File: src/hdl/iod_cfg.svh
// Register map, frame layout and reset values of the output data block.
// Assumes byte addresses of seven bits taken from the serial command word.
`ifndef IOD_CFG_SVH
`define IOD_CFG_SVH

`define IOD_OFS_Z_RATE_LO 7'h0c
`define IOD_OFS_Z_RATE_HI 7'h0e
`define IOD_OFS_X_ACC_LO  7'h10
`define IOD_OFS_X_ACC_HI  7'h12
`define IOD_OFS_Y_ACC_LO  7'h14
`define IOD_OFS_Y_ACC_HI  7'h16
`define IOD_OFS_Z_ACC_LO  7'h18
`define IOD_OFS_Z_ACC_HI  7'h1a
`define IOD_OFS_TEMP      7'h1c
`define IOD_OFS_LAST      7'h1d

`define IOD_RW_BIT        15
`define IOD_ADDR_MSB      14
`define IOD_ADDR_LSB      8
`define IOD_FRAME_LAST    4'hf

`define IOD_WORD_RST      16'h0000
`define IOD_SLOTS         9
`define IOD_SLOT_NONE     4'hf

`endif

File: src/hdl/iod_pkg.sv
// Types and the address decode shared by the output data block.
// Assumes iod_cfg.svh is on the include path.
`include "iod_cfg.svh"
`default_nettype none

package iod_pkg;

    typedef logic [15:0] iod_word_t;

    typedef enum logic [1:0] {
        IOD_IDLE  = 2'b00,
        IOD_SHIFT = 2'b01,
        IOD_DONE  = 2'b10
    } iod_state_t;

    // Either byte address of a word pair selects the same slot
    function automatic logic [3:0] iod_slot(input logic [6:0] addr);
        logic [6:0] rel;
        rel = addr - `IOD_OFS_Z_RATE_LO;
        if (addr >= `IOD_OFS_Z_RATE_LO && addr <= `IOD_OFS_LAST)
            return rel[4:1];
        return `IOD_SLOT_NONE;
    endfunction

endpackage

`default_nettype wire

File: src/hdl/iod_rd_if.sv
// Read port between the frame engine and the sample bank.
// Assumes the bank answers combinationally in the same cycle.
`default_nettype none

interface iod_rd_if;
    logic [6:0]        addr;
    iod_pkg::iod_word_t word;

    modport bank (input addr, output word);
    modport user (output addr, input word);
endinterface

`default_nettype wire

File: src/hdl/iod_out_regs.sv
// Output data registers of the inertial unit, read over the serial port.
// Assumes serial mode 3, 16-bit frames, sclk below a quarter of ref_clk.
//
// Overview of operation
// - The z rate low word at 0x0c holds the extra bits below the high word.
// - The z rate high word at 0x0e is twos complement with zero at 0x0000.
// - Each accel axis joins its high and low words into a 32-bit value.
// - The x accel low word at 0x10 holds the extra x resolution bits.
// - The x accel high word at 0x12 is twos complement, 12.25 mm/s2 a step.
// - The y accel words sit at 0x14 and 0x16, coded like the x pair.
// - The z accel words sit at 0x18 and 0x1a, coded like the x pair.
// - The z accel high word is twos complement, 12.25 mm/s2 a step.
// - The rate step is 0.00625, 0.025 or 0.1 deg/s by model variant.
// - The temperature word at 0x1c is twos complement, 0.1 degC a step.
`include "iod_cfg.svh"
`default_nettype none

module iod_out_regs (
    input  wire logic        ref_clk,
    input  wire logic        sys_rst,
    input  wire logic        spi_sclk,
    input  wire logic        spi_cs_n,
    input  wire logic        spi_mosi,
    output logic             spi_miso,
    output logic             spi_miso_oe_n,
    input  wire logic        upd_strobe,
    input  wire logic [31:0] upd_z_rate,
    input  wire logic [31:0] upd_x_accel,
    input  wire logic [31:0] upd_y_accel,
    input  wire logic [31:0] upd_z_accel,
    input  wire logic [15:0] upd_temp
);

    ////////////////////////////////////////////////////////////////////////
    // Pin synchronisers

    logic [2:0] pin_sync;
    logic [2:0] pin_prev;
    logic       cs_n_s;
    logic       mosi_s;
    logic       sclk_rise;
    logic       sclk_fall;

    iod_pin_sync #(
        .W       (3),
        .RST_VAL (3'h7)
    ) u_sync (
        .ref_clk  (ref_clk),
        .sys_rst  (sys_rst),
        .pin_in   ({spi_cs_n, spi_sclk, spi_mosi}),
        .pin_sync (pin_sync),
        .pin_prev (pin_prev)
    );

    assign cs_n_s    = pin_sync[2];
    assign mosi_s    = pin_sync[0];
    assign sclk_rise = pin_sync[1] & ~pin_prev[1];
    assign sclk_fall = ~pin_sync[1] & pin_prev[1];

    ////////////////////////////////////////////////////////////////////////
    // Sample bank

    iod_rd_if rd ();

    iod_sample_bank u_bank (
        .ref_clk     (ref_clk),
        .sys_rst     (sys_rst),
        .upd_strobe  (upd_strobe),
        .upd_z_rate  (upd_z_rate),
        .upd_x_accel (upd_x_accel),
        .upd_y_accel (upd_y_accel),
        .upd_z_accel (upd_z_accel),
        .upd_temp    (upd_temp),
        .rd          (rd.bank)
    );

    ////////////////////////////////////////////////////////////////////////
    // Frame engine

    iod_pkg::iod_state_t state;
    iod_pkg::iod_state_t next_state;
    logic [3:0]          bit_cnt;
    logic [3:0]          next_bit_cnt;
    logic [15:0]         rx_sr;
    logic [15:0]         next_rx_sr;
    logic [15:0]         tx_sr;
    logic [15:0]         next_tx_sr;
    iod_pkg::iod_word_t  pend_word;
    iod_pkg::iod_word_t  next_pend_word;
    logic                next_miso;
    logic                next_miso_oe_n;
    logic [15:0]         rx_word;
    logic                frame_end;
    logic                read_hit;
    logic [6:0]          rx_addr;

    assign rx_word   = {rx_sr[14:0], mosi_s};
    assign rx_addr   = rx_word[`IOD_ADDR_MSB:`IOD_ADDR_LSB];
    assign frame_end = (state == iod_pkg::IOD_SHIFT) && !cs_n_s
                       && sclk_rise && (bit_cnt == `IOD_FRAME_LAST);
    assign read_hit  = frame_end && !rx_word[`IOD_RW_BIT];
    assign rd.addr   = rx_addr;

    always_comb
    begin
        next_state     = state;
        next_bit_cnt   = bit_cnt;
        next_rx_sr     = rx_sr;
        next_tx_sr     = tx_sr;
        next_pend_word = pend_word;
        next_miso      = spi_miso;
        next_miso_oe_n = spi_miso_oe_n;
        case (state)
            iod_pkg::IOD_IDLE:
            begin
                if (!cs_n_s)
                begin
                    // Answer to the previous frame's read goes out now
                    next_state     = iod_pkg::IOD_SHIFT;
                    next_bit_cnt   = 4'h0;
                    next_tx_sr     = pend_word;
                    next_miso      = pend_word[15];
                    next_miso_oe_n = 1'b0;
                end
            end
            iod_pkg::IOD_SHIFT:
            begin
                if (cs_n_s)
                begin
                    // Short frame: drop it and any answer it owed
                    next_state     = iod_pkg::IOD_IDLE;
                    next_miso_oe_n = 1'b1;
                    next_pend_word = `IOD_WORD_RST;
                end
                else
                begin
                    if (sclk_fall)
                    begin
                        next_miso  = tx_sr[15];
                        next_tx_sr = {tx_sr[14:0], 1'b0};
                    end
                    if (sclk_rise)
                    begin
                        next_rx_sr   = rx_word;
                        next_bit_cnt = 4'(bit_cnt + 4'h1);
                    end
                    if (frame_end)
                    begin
                        next_state = iod_pkg::IOD_DONE;
                        if (rx_word[`IOD_RW_BIT])
                            next_pend_word = `IOD_WORD_RST;
                        else
                            next_pend_word = rd.word;
                    end
                end
            end
            iod_pkg::IOD_DONE:
            begin
                // Extra clocks in a long frame are ignored
                if (cs_n_s)
                begin
                    next_state     = iod_pkg::IOD_IDLE;
                    next_miso_oe_n = 1'b1;
                end
            end
            default:
            begin
                next_state     = iod_pkg::IOD_IDLE;
                next_miso_oe_n = 1'b1;
            end
        endcase
    end

    always_ff @(posedge ref_clk)
    begin
        if (sys_rst)
        begin
            state         <= iod_pkg::IOD_IDLE;
            bit_cnt       <= 4'h0;
            rx_sr         <= 16'h0000;
            tx_sr         <= 16'h0000;
            pend_word     <= `IOD_WORD_RST;
            spi_miso      <= 1'b0;
            spi_miso_oe_n <= 1'b1;
        end
        else
        begin
            state         <= next_state;
            bit_cnt       <= next_bit_cnt;
            rx_sr         <= next_rx_sr;
            tx_sr         <= next_tx_sr;
            pend_word     <= next_pend_word;
            spi_miso      <= next_miso;
            spi_miso_oe_n <= next_miso_oe_n;
        end
    end

    ////////////////////////////////////////////////////////////////////////
    // Checks

    // Mirror of the last update, read only by the checks
    logic [31:0] chk_z_rate;
    logic [31:0] chk_x_acc;
    logic [31:0] chk_y_acc;
    logic [31:0] chk_z_acc;
    logic [15:0] chk_temp;

    always_ff @(posedge ref_clk)
    begin
        if (sys_rst)
        begin
            chk_z_rate <= 32'h0000_0000;
            chk_x_acc  <= 32'h0000_0000;
            chk_y_acc  <= 32'h0000_0000;
            chk_z_acc  <= 32'h0000_0000;
            chk_temp   <= 16'h0000;
        end
        else if (upd_strobe)
        begin
            chk_z_rate <= upd_z_rate;
            chk_x_acc  <= upd_x_accel;
            chk_y_acc  <= upd_y_accel;
            chk_z_acc  <= upd_z_accel;
            chk_temp   <= upd_temp;
        end
    end

    z_rate_lo_a:
    assert property (@(posedge ref_clk) disable iff (sys_rst)
        (read_hit && rx_addr[6:1] == `IOD_OFS_Z_RATE_LO >> 1)
        |=> pend_word == $past(chk_z_rate[15:0]))
    else $error("Rate low word read wrong");

    z_rate_hi_a:
    assert property (@(posedge ref_clk) disable iff (sys_rst)
        (read_hit && rx_addr == `IOD_OFS_Z_RATE_HI)
        |=> pend_word == $past(chk_z_rate[31:16]))
    else $error("Rate high word read wrong");

    x_acc_lo_a:
    assert property (@(posedge ref_clk) disable iff (sys_rst)
        (read_hit && rx_addr == `IOD_OFS_X_ACC_LO)
        |=> pend_word == $past(chk_x_acc[15:0]))
    else $error("X accel low word read wrong");

    x_acc_hi_a:
    assert property (@(posedge ref_clk) disable iff (sys_rst)
        (read_hit && rx_addr == `IOD_OFS_X_ACC_HI)
        |=> pend_word == $past(chk_x_acc[31:16]))
    else $error("X accel high word read wrong");

    y_acc_pair_a:
    assert property (@(posedge ref_clk) disable iff (sys_rst)
        (read_hit && rx_addr[6:2] == `IOD_OFS_Y_ACC_LO >> 2)
        |=> pend_word == ($past(rx_addr[1]) ? $past(chk_y_acc[31:16])
                                            : $past(chk_y_acc[15:0])))
    else $error("Y accel word read wrong");

    z_acc_lo_a:
    assert property (@(posedge ref_clk) disable iff (sys_rst)
        (read_hit && rx_addr == `IOD_OFS_Z_ACC_LO)
        |=> pend_word == $past(chk_z_acc[15:0]))
    else $error("Z accel low word read wrong");

    z_acc_hi_a:
    assert property (@(posedge ref_clk) disable iff (sys_rst)
        (read_hit && rx_addr == `IOD_OFS_Z_ACC_HI)
        |=> pend_word == $past(chk_z_acc[31:16]))
    else $error("Z accel high word read wrong");

    temp_word_a:
    assert property (@(posedge ref_clk) disable iff (sys_rst)
        (read_hit && rx_addr == `IOD_OFS_TEMP)
        |=> pend_word == $past(chk_temp))
    else $error("Temperature word read wrong");

    write_ignored_a:
    assert property (@(posedge ref_clk) disable iff (sys_rst)
        (frame_end && rx_word[`IOD_RW_BIT])
        |=> pend_word == `IOD_WORD_RST && state == iod_pkg::IOD_DONE
            ##1 pend_word == `IOD_WORD_RST)
    else $error("Write frame produced data");

    answer_loaded_a:
    assert property (@(posedge ref_clk) disable iff (sys_rst)
        (state == iod_pkg::IOD_IDLE && !cs_n_s)
        |=> !spi_miso_oe_n && tx_sr == $past(pend_word)
            && spi_miso == $past(pend_word[15]))
    else $error("Answer not loaded at frame start");

    miso_released_a:
    assert property (@(posedge ref_clk) disable iff (sys_rst)
        state == iod_pkg::IOD_IDLE |-> spi_miso_oe_n)
    else $error("Data out driven between frames");

    short_frame_a:
    assert property (@(posedge ref_clk) disable iff (sys_rst)
        (state == iod_pkg::IOD_SHIFT && cs_n_s)
        |=> state == iod_pkg::IOD_IDLE && pend_word == `IOD_WORD_RST)
    else $error("Cut frame left an answer");

    unmapped_zero_a:
    assert property (@(posedge ref_clk) disable iff (sys_rst)
        (read_hit && (rx_addr < `IOD_OFS_Z_RATE_LO
                      || rx_addr > `IOD_OFS_LAST))
        |=> pend_word == `IOD_WORD_RST)
    else $error("Unmapped read produced data");

endmodule // iod_out_regs

`default_nettype wire

File: src/hdl/iod_pin_sync.sv
// Two-stage synchroniser for pins plus one stage for edge detection.
// Assumes pins are asynchronous to ref_clk.
`default_nettype none

module iod_pin_sync #(
    parameter int         W       = 3,
    parameter logic [2:0] RST_VAL = 3'h7
) (
    input  wire logic         ref_clk,
    input  wire logic         sys_rst,
    input  wire logic [W-1:0] pin_in,
    output logic      [W-1:0] pin_sync,
    output logic      [W-1:0] pin_prev
);

    logic [W-1:0] meta;
    logic [W-1:0] next_meta;
    logic [W-1:0] next_sync;
    logic [W-1:0] next_prev;

    always_comb
    begin
        next_meta = pin_in;
        next_sync = meta;
        next_prev = pin_sync;
    end

    always_ff @(posedge ref_clk)
    begin
        if (sys_rst)
        begin
            meta     <= RST_VAL[W-1:0];
            pin_sync <= RST_VAL[W-1:0];
            pin_prev <= RST_VAL[W-1:0];
        end
        else
        begin
            meta     <= next_meta;
            pin_sync <= next_sync;
            pin_prev <= next_prev;
        end
    end

endmodule // iod_pin_sync

`default_nettype wire

File: src/hdl/iod_sample_bank.sv
// Holds the output words of one data update and answers reads.
// Assumes upd_strobe comes from logic on ref_clk.
`include "iod_cfg.svh"
`default_nettype none

module iod_sample_bank (
    input  wire logic        ref_clk,
    input  wire logic        sys_rst,
    input  wire logic        upd_strobe,
    input  wire logic [31:0] upd_z_rate,
    input  wire logic [31:0] upd_x_accel,
    input  wire logic [31:0] upd_y_accel,
    input  wire logic [31:0] upd_z_accel,
    input  wire logic [15:0] upd_temp,
    iod_rd_if.bank           rd
);

    iod_pkg::iod_word_t in_word [`IOD_SLOTS];
    iod_pkg::iod_word_t word    [`IOD_SLOTS];
    logic [3:0]         slot;

    // Low word below, high word above: one 32-bit value per axis
    assign in_word[0] = upd_z_rate[15:0];
    assign in_word[1] = upd_z_rate[31:16];
    assign in_word[2] = upd_x_accel[15:0];
    assign in_word[3] = upd_x_accel[31:16];
    assign in_word[4] = upd_y_accel[15:0];
    assign in_word[5] = upd_y_accel[31:16];
    assign in_word[6] = upd_z_accel[15:0];
    assign in_word[7] = upd_z_accel[31:16];
    assign in_word[8] = upd_temp;

    // All slots load on one strobe so pairs never mix updates
    for (genvar i = 0; i < `IOD_SLOTS; i++)
    begin : g_slot
        iod_pkg::iod_word_t next_word;

        always_comb
        begin
            next_word = upd_strobe ? in_word[i] : word[i];
        end

        always_ff @(posedge ref_clk)
        begin
            if (sys_rst)
                word[i] <= `IOD_WORD_RST;
            else
                word[i] <= next_word;
        end
    end

    always_comb
    begin
        slot    = iod_pkg::iod_slot(rd.addr);
        rd.word = `IOD_WORD_RST;
        if (slot < 4'(`IOD_SLOTS))
            rd.word = word[slot];
    end

    pair_coherent_a:
    assert property (@(posedge ref_clk) disable iff (sys_rst)
        upd_strobe |=> {word[7], word[6]} == $past(upd_z_accel)
                    && {word[1], word[0]} == $past(upd_z_rate))
    else $error("Word pair not loaded from one update");

endmodule // iod_sample_bank

`default_nettype wire

File: config.mk
export PLATFORM = sky130hd
export DESIGN_NAME = iod_out_regs
export DESIGN_NICKNAME = d
export VERILOG_FILES = /design/src/hdl/iod_pkg.sv /design/src/hdl/iod_rd_if.sv /design/src/hdl/iod_out_regs.sv /design/src/hdl/iod_pin_sync.sv /design/src/hdl/iod_sample_bank.sv
export VERILOG_INCLUDE_DIRS = /design/src /design/src/hdl
export SDC_FILE = /design/constraint.sdc
export NUM_CORES = 1
export LEC_CHECK = 0
export ABC_CLOCK_PERIOD_IN_PS = 4670
export BUFFER_PORTS_ARGS = -buffer_cell sky130_fd_sc_hd__buf_2
export CORE_MARGIN = 10
export CORE_UTILIZATION = 32
export CTS_BUF_LIST = sky130_fd_sc_hd__clkbuf_2
export CTS_CLUSTER_SIZE = 8
export DETAILED_ROUTE_END_ITERATION = 8
export GPL_ROUTABILITY_DRIVEN = 0
export PLACE_DENSITY_LB_ADDON = 0.25
export SLEW_MARGIN = 15
export SYNTH_ARGS = -nofsm -noshare
export SYNTH_HDL_FRONTEND = slang
export SYNTH_HIERARCHICAL = 1
export SYNTH_SLANG_ARGS = --single-unit
File: constraint.sdc
create_clock -name ref_clk -period 4.67 [get_ports ref_clk]
set_clock_uncertainty 0.15 [all_clocks]
set_input_delay 0.467 -clock ref_clk [delete_from_list [all_inputs] [get_ports ref_clk]]
set_output_delay 0.467 -clock ref_clk [all_outputs]
set_load 0.05 [all_outputs]
==> impl_metrics.env <==
export IMPL_outcome="complete, no violations"
export IMPL_drc=0
export IMPL_initial_utilization_pct=32.5
export IMPL_clkSinkCount=206
export IMPL_design_core_area_sq_um=27800
export IMPL_route_met3_wl_microns=1220
export IMPL_grt_max_degree=140
export IMPL_io_buffers=151
export IMPL_path_clk_slew_ps=120
export IMPL_drv_cap=0
export IMPL_critical_path_required_ps=5200
export IMPL_slew_viol_final=0
export IMPL_period_share_pct=69.2
export IMPL_min_period_ps=3230
export IMPL_drt_total_wl_microns=25000
export IMPL_final_cells=1460
export IMPL_place_inst=1220
export IMPL_power_mw=3.73
export IMPL_cts_tree="done"
export IMPL_path_class="flip-flop to flip-flop"
export IMPL_grt_pass1_wl_microns=39100
export IMPL_yosysWarnings=6
export IMPL_met1Wirelength_microns=11000
export IMPL_fp_dieW_microns=188
export IMPL_syn_area_sq_um=9020
export IMPL_drt_iter0_markers=285
export IMPL_syn_nets=889
export IMPL_leakage_nw=4.73
export IMPL_antenna_found_initial=1
export IMPL_area_growth_pct=33.6
export IMPL_cellPowerDensity_nw_per_um2=309
export IMPL_path_max_fanout=25
export IMPL_rsz0062_at_grt="no"
export IMPL_grt_pass1_vias=7089
export IMPL_final_nets=1204
export IMPL_crit_path_end_kind="flip-flop"
export IMPL_die_area_sq_um=35300
export IMPL_drive_gt1_share_pct=24.0
export IMPL_setup_tns_final_ps=0
export IMPL_cts_repair_resized=0
export IMPL_worstMarginPinSlew_ps=942
export IMPL_vdd_drop_max_mv=0.141
export IMPL_setup_viol=0
export IMPL_die_height_microns=188
export IMPL_grt_total_usage_pct=13.9
export IMPL_clk_latency_ps=800
export IMPL_htreeDepth=2
export IMPL_grt_ovfl_total=0
export IMPL_wl_per_cell_microns=17.1
export IMPL_syn_area_per_cell_sq_um=12.3
export IMPL_viasPerCell=4.55
export IMPL_netlist_instances=733
export IMPL_cts_buffer_depth=3
export IMPL_hold_violations=0
export IMPL_first_pass_iters=5
export IMPL_cts_root_buf="clkbuf_2"
export IMPL_cp_arrival_ps=3760
export IMPL_whs_ps=108
export IMPL_rows=61
export IMPL_cp_start_kind="flip-flop"
export IMPL_postRouteAntennaNets=0
export IMPL_dr_total_vias=6638
export IMPL_timing_slew_headroom_pct=36.8
export IMPL_cts_buffers=53
export IMPL_dr_max_layer_used="met4"
export IMPL_hp_class="primary input to flip-flop"
export IMPL_place_hpwl_microns=16700
export IMPL_fmax_ghz=0.310
export IMPL_wl_met2_microns=12200
export IMPL_reg2reg_slack_ps=1440
export IMPL_ios=152
## layout by cell type (no fill, tap or decap), types with 16 or more instances in the layout
cell and instances:
clkbuf_2 81, mux2i_1 60, edfxtp_1 144, dfxtp_1 62, a211oi_1 17, a21oi_1 37, nor2_1 40, a22o_1 16
and2_1 144, nor3_1 16, nand2_1 42, buf_2 151, dlygate4sd3_1 151
## layer usage
metal | vias up | global-route usage, %
li1 | 3304 | -
met1 | 3125 | 17.1
met2 | 174 | 23.2
met3 | 35 | 3.41
met4 | 0 | 4.55
met5 | - | 0
## flip-flops by register name, summed over array words and instances, names as in the netlist
name,cells
tx_sr,16
bit_cnt,4
u_sync/pin_sync,3
rx_sr,15
spi_miso_oe_n,1
u_sync/meta,3
u_bank/word,144
u_sync/pin_prev,1
spi_miso,1
state,2
pend_word,16
## worst paths after layout
kind | from | end | depth (start not counted)
hold / removal | upd_strobe | u_bank/word[7][8] | 3
hold reg to reg | u_sync/meta[0] | u_sync/pin_sync[0] | 1
setup / recovery | rx_sr[9] | pend_word[0] | 8
setup reg to reg | rx_sr[9] | pend_word[0] | 8
## what timing repair did
| item | CTS | global route |
|---|---|---|
| hold buffers | 151 | 0 |
| endpoints found under the hold margin | 158 | 0 |
| buffers inserted | 0 | 0 |
## area by class of cell
type	instances	area (sq um)
flip-flops and latches	206	5570
inverters	7	26.3
clock inverters	7	52.6
diodes	1	2.50
fillers	2652	15700
clock buffers	81	405
repair buffers	309	2340
well taps	378	473
multi-input cells	471	3190
## stage by stage
step	area (sq um)	util (%)	setup WS, ps
after global routing	12100	43.4	1040
after global placement	10100	36.3	1580
after detailed placement	10100	36.3	1450
after floorplan	9020	-	1840
final	12100	43.4	1440
after CTS	12100	43.4	1390
## critical path, stage by stage (launching register included)
cell and delay, ps:
dfxtp_1 470, ha_2 290, nand2b_1 180, a2111oi_4 300, buf_4 320, or2_1 760
mux2i_1 300, o211ai_1 130, a32o_1 240
## where the power goes
| part | internal, mW | switching, mW |
|---|---|---|
| combinational | 0.213 | 0.185 |
| sequential | 2.08 | 0.0515 |
| clock | 0.503 | 0.693 |
| total | 2.80 | 0.929 |
(Power assumes the default switching activity.)
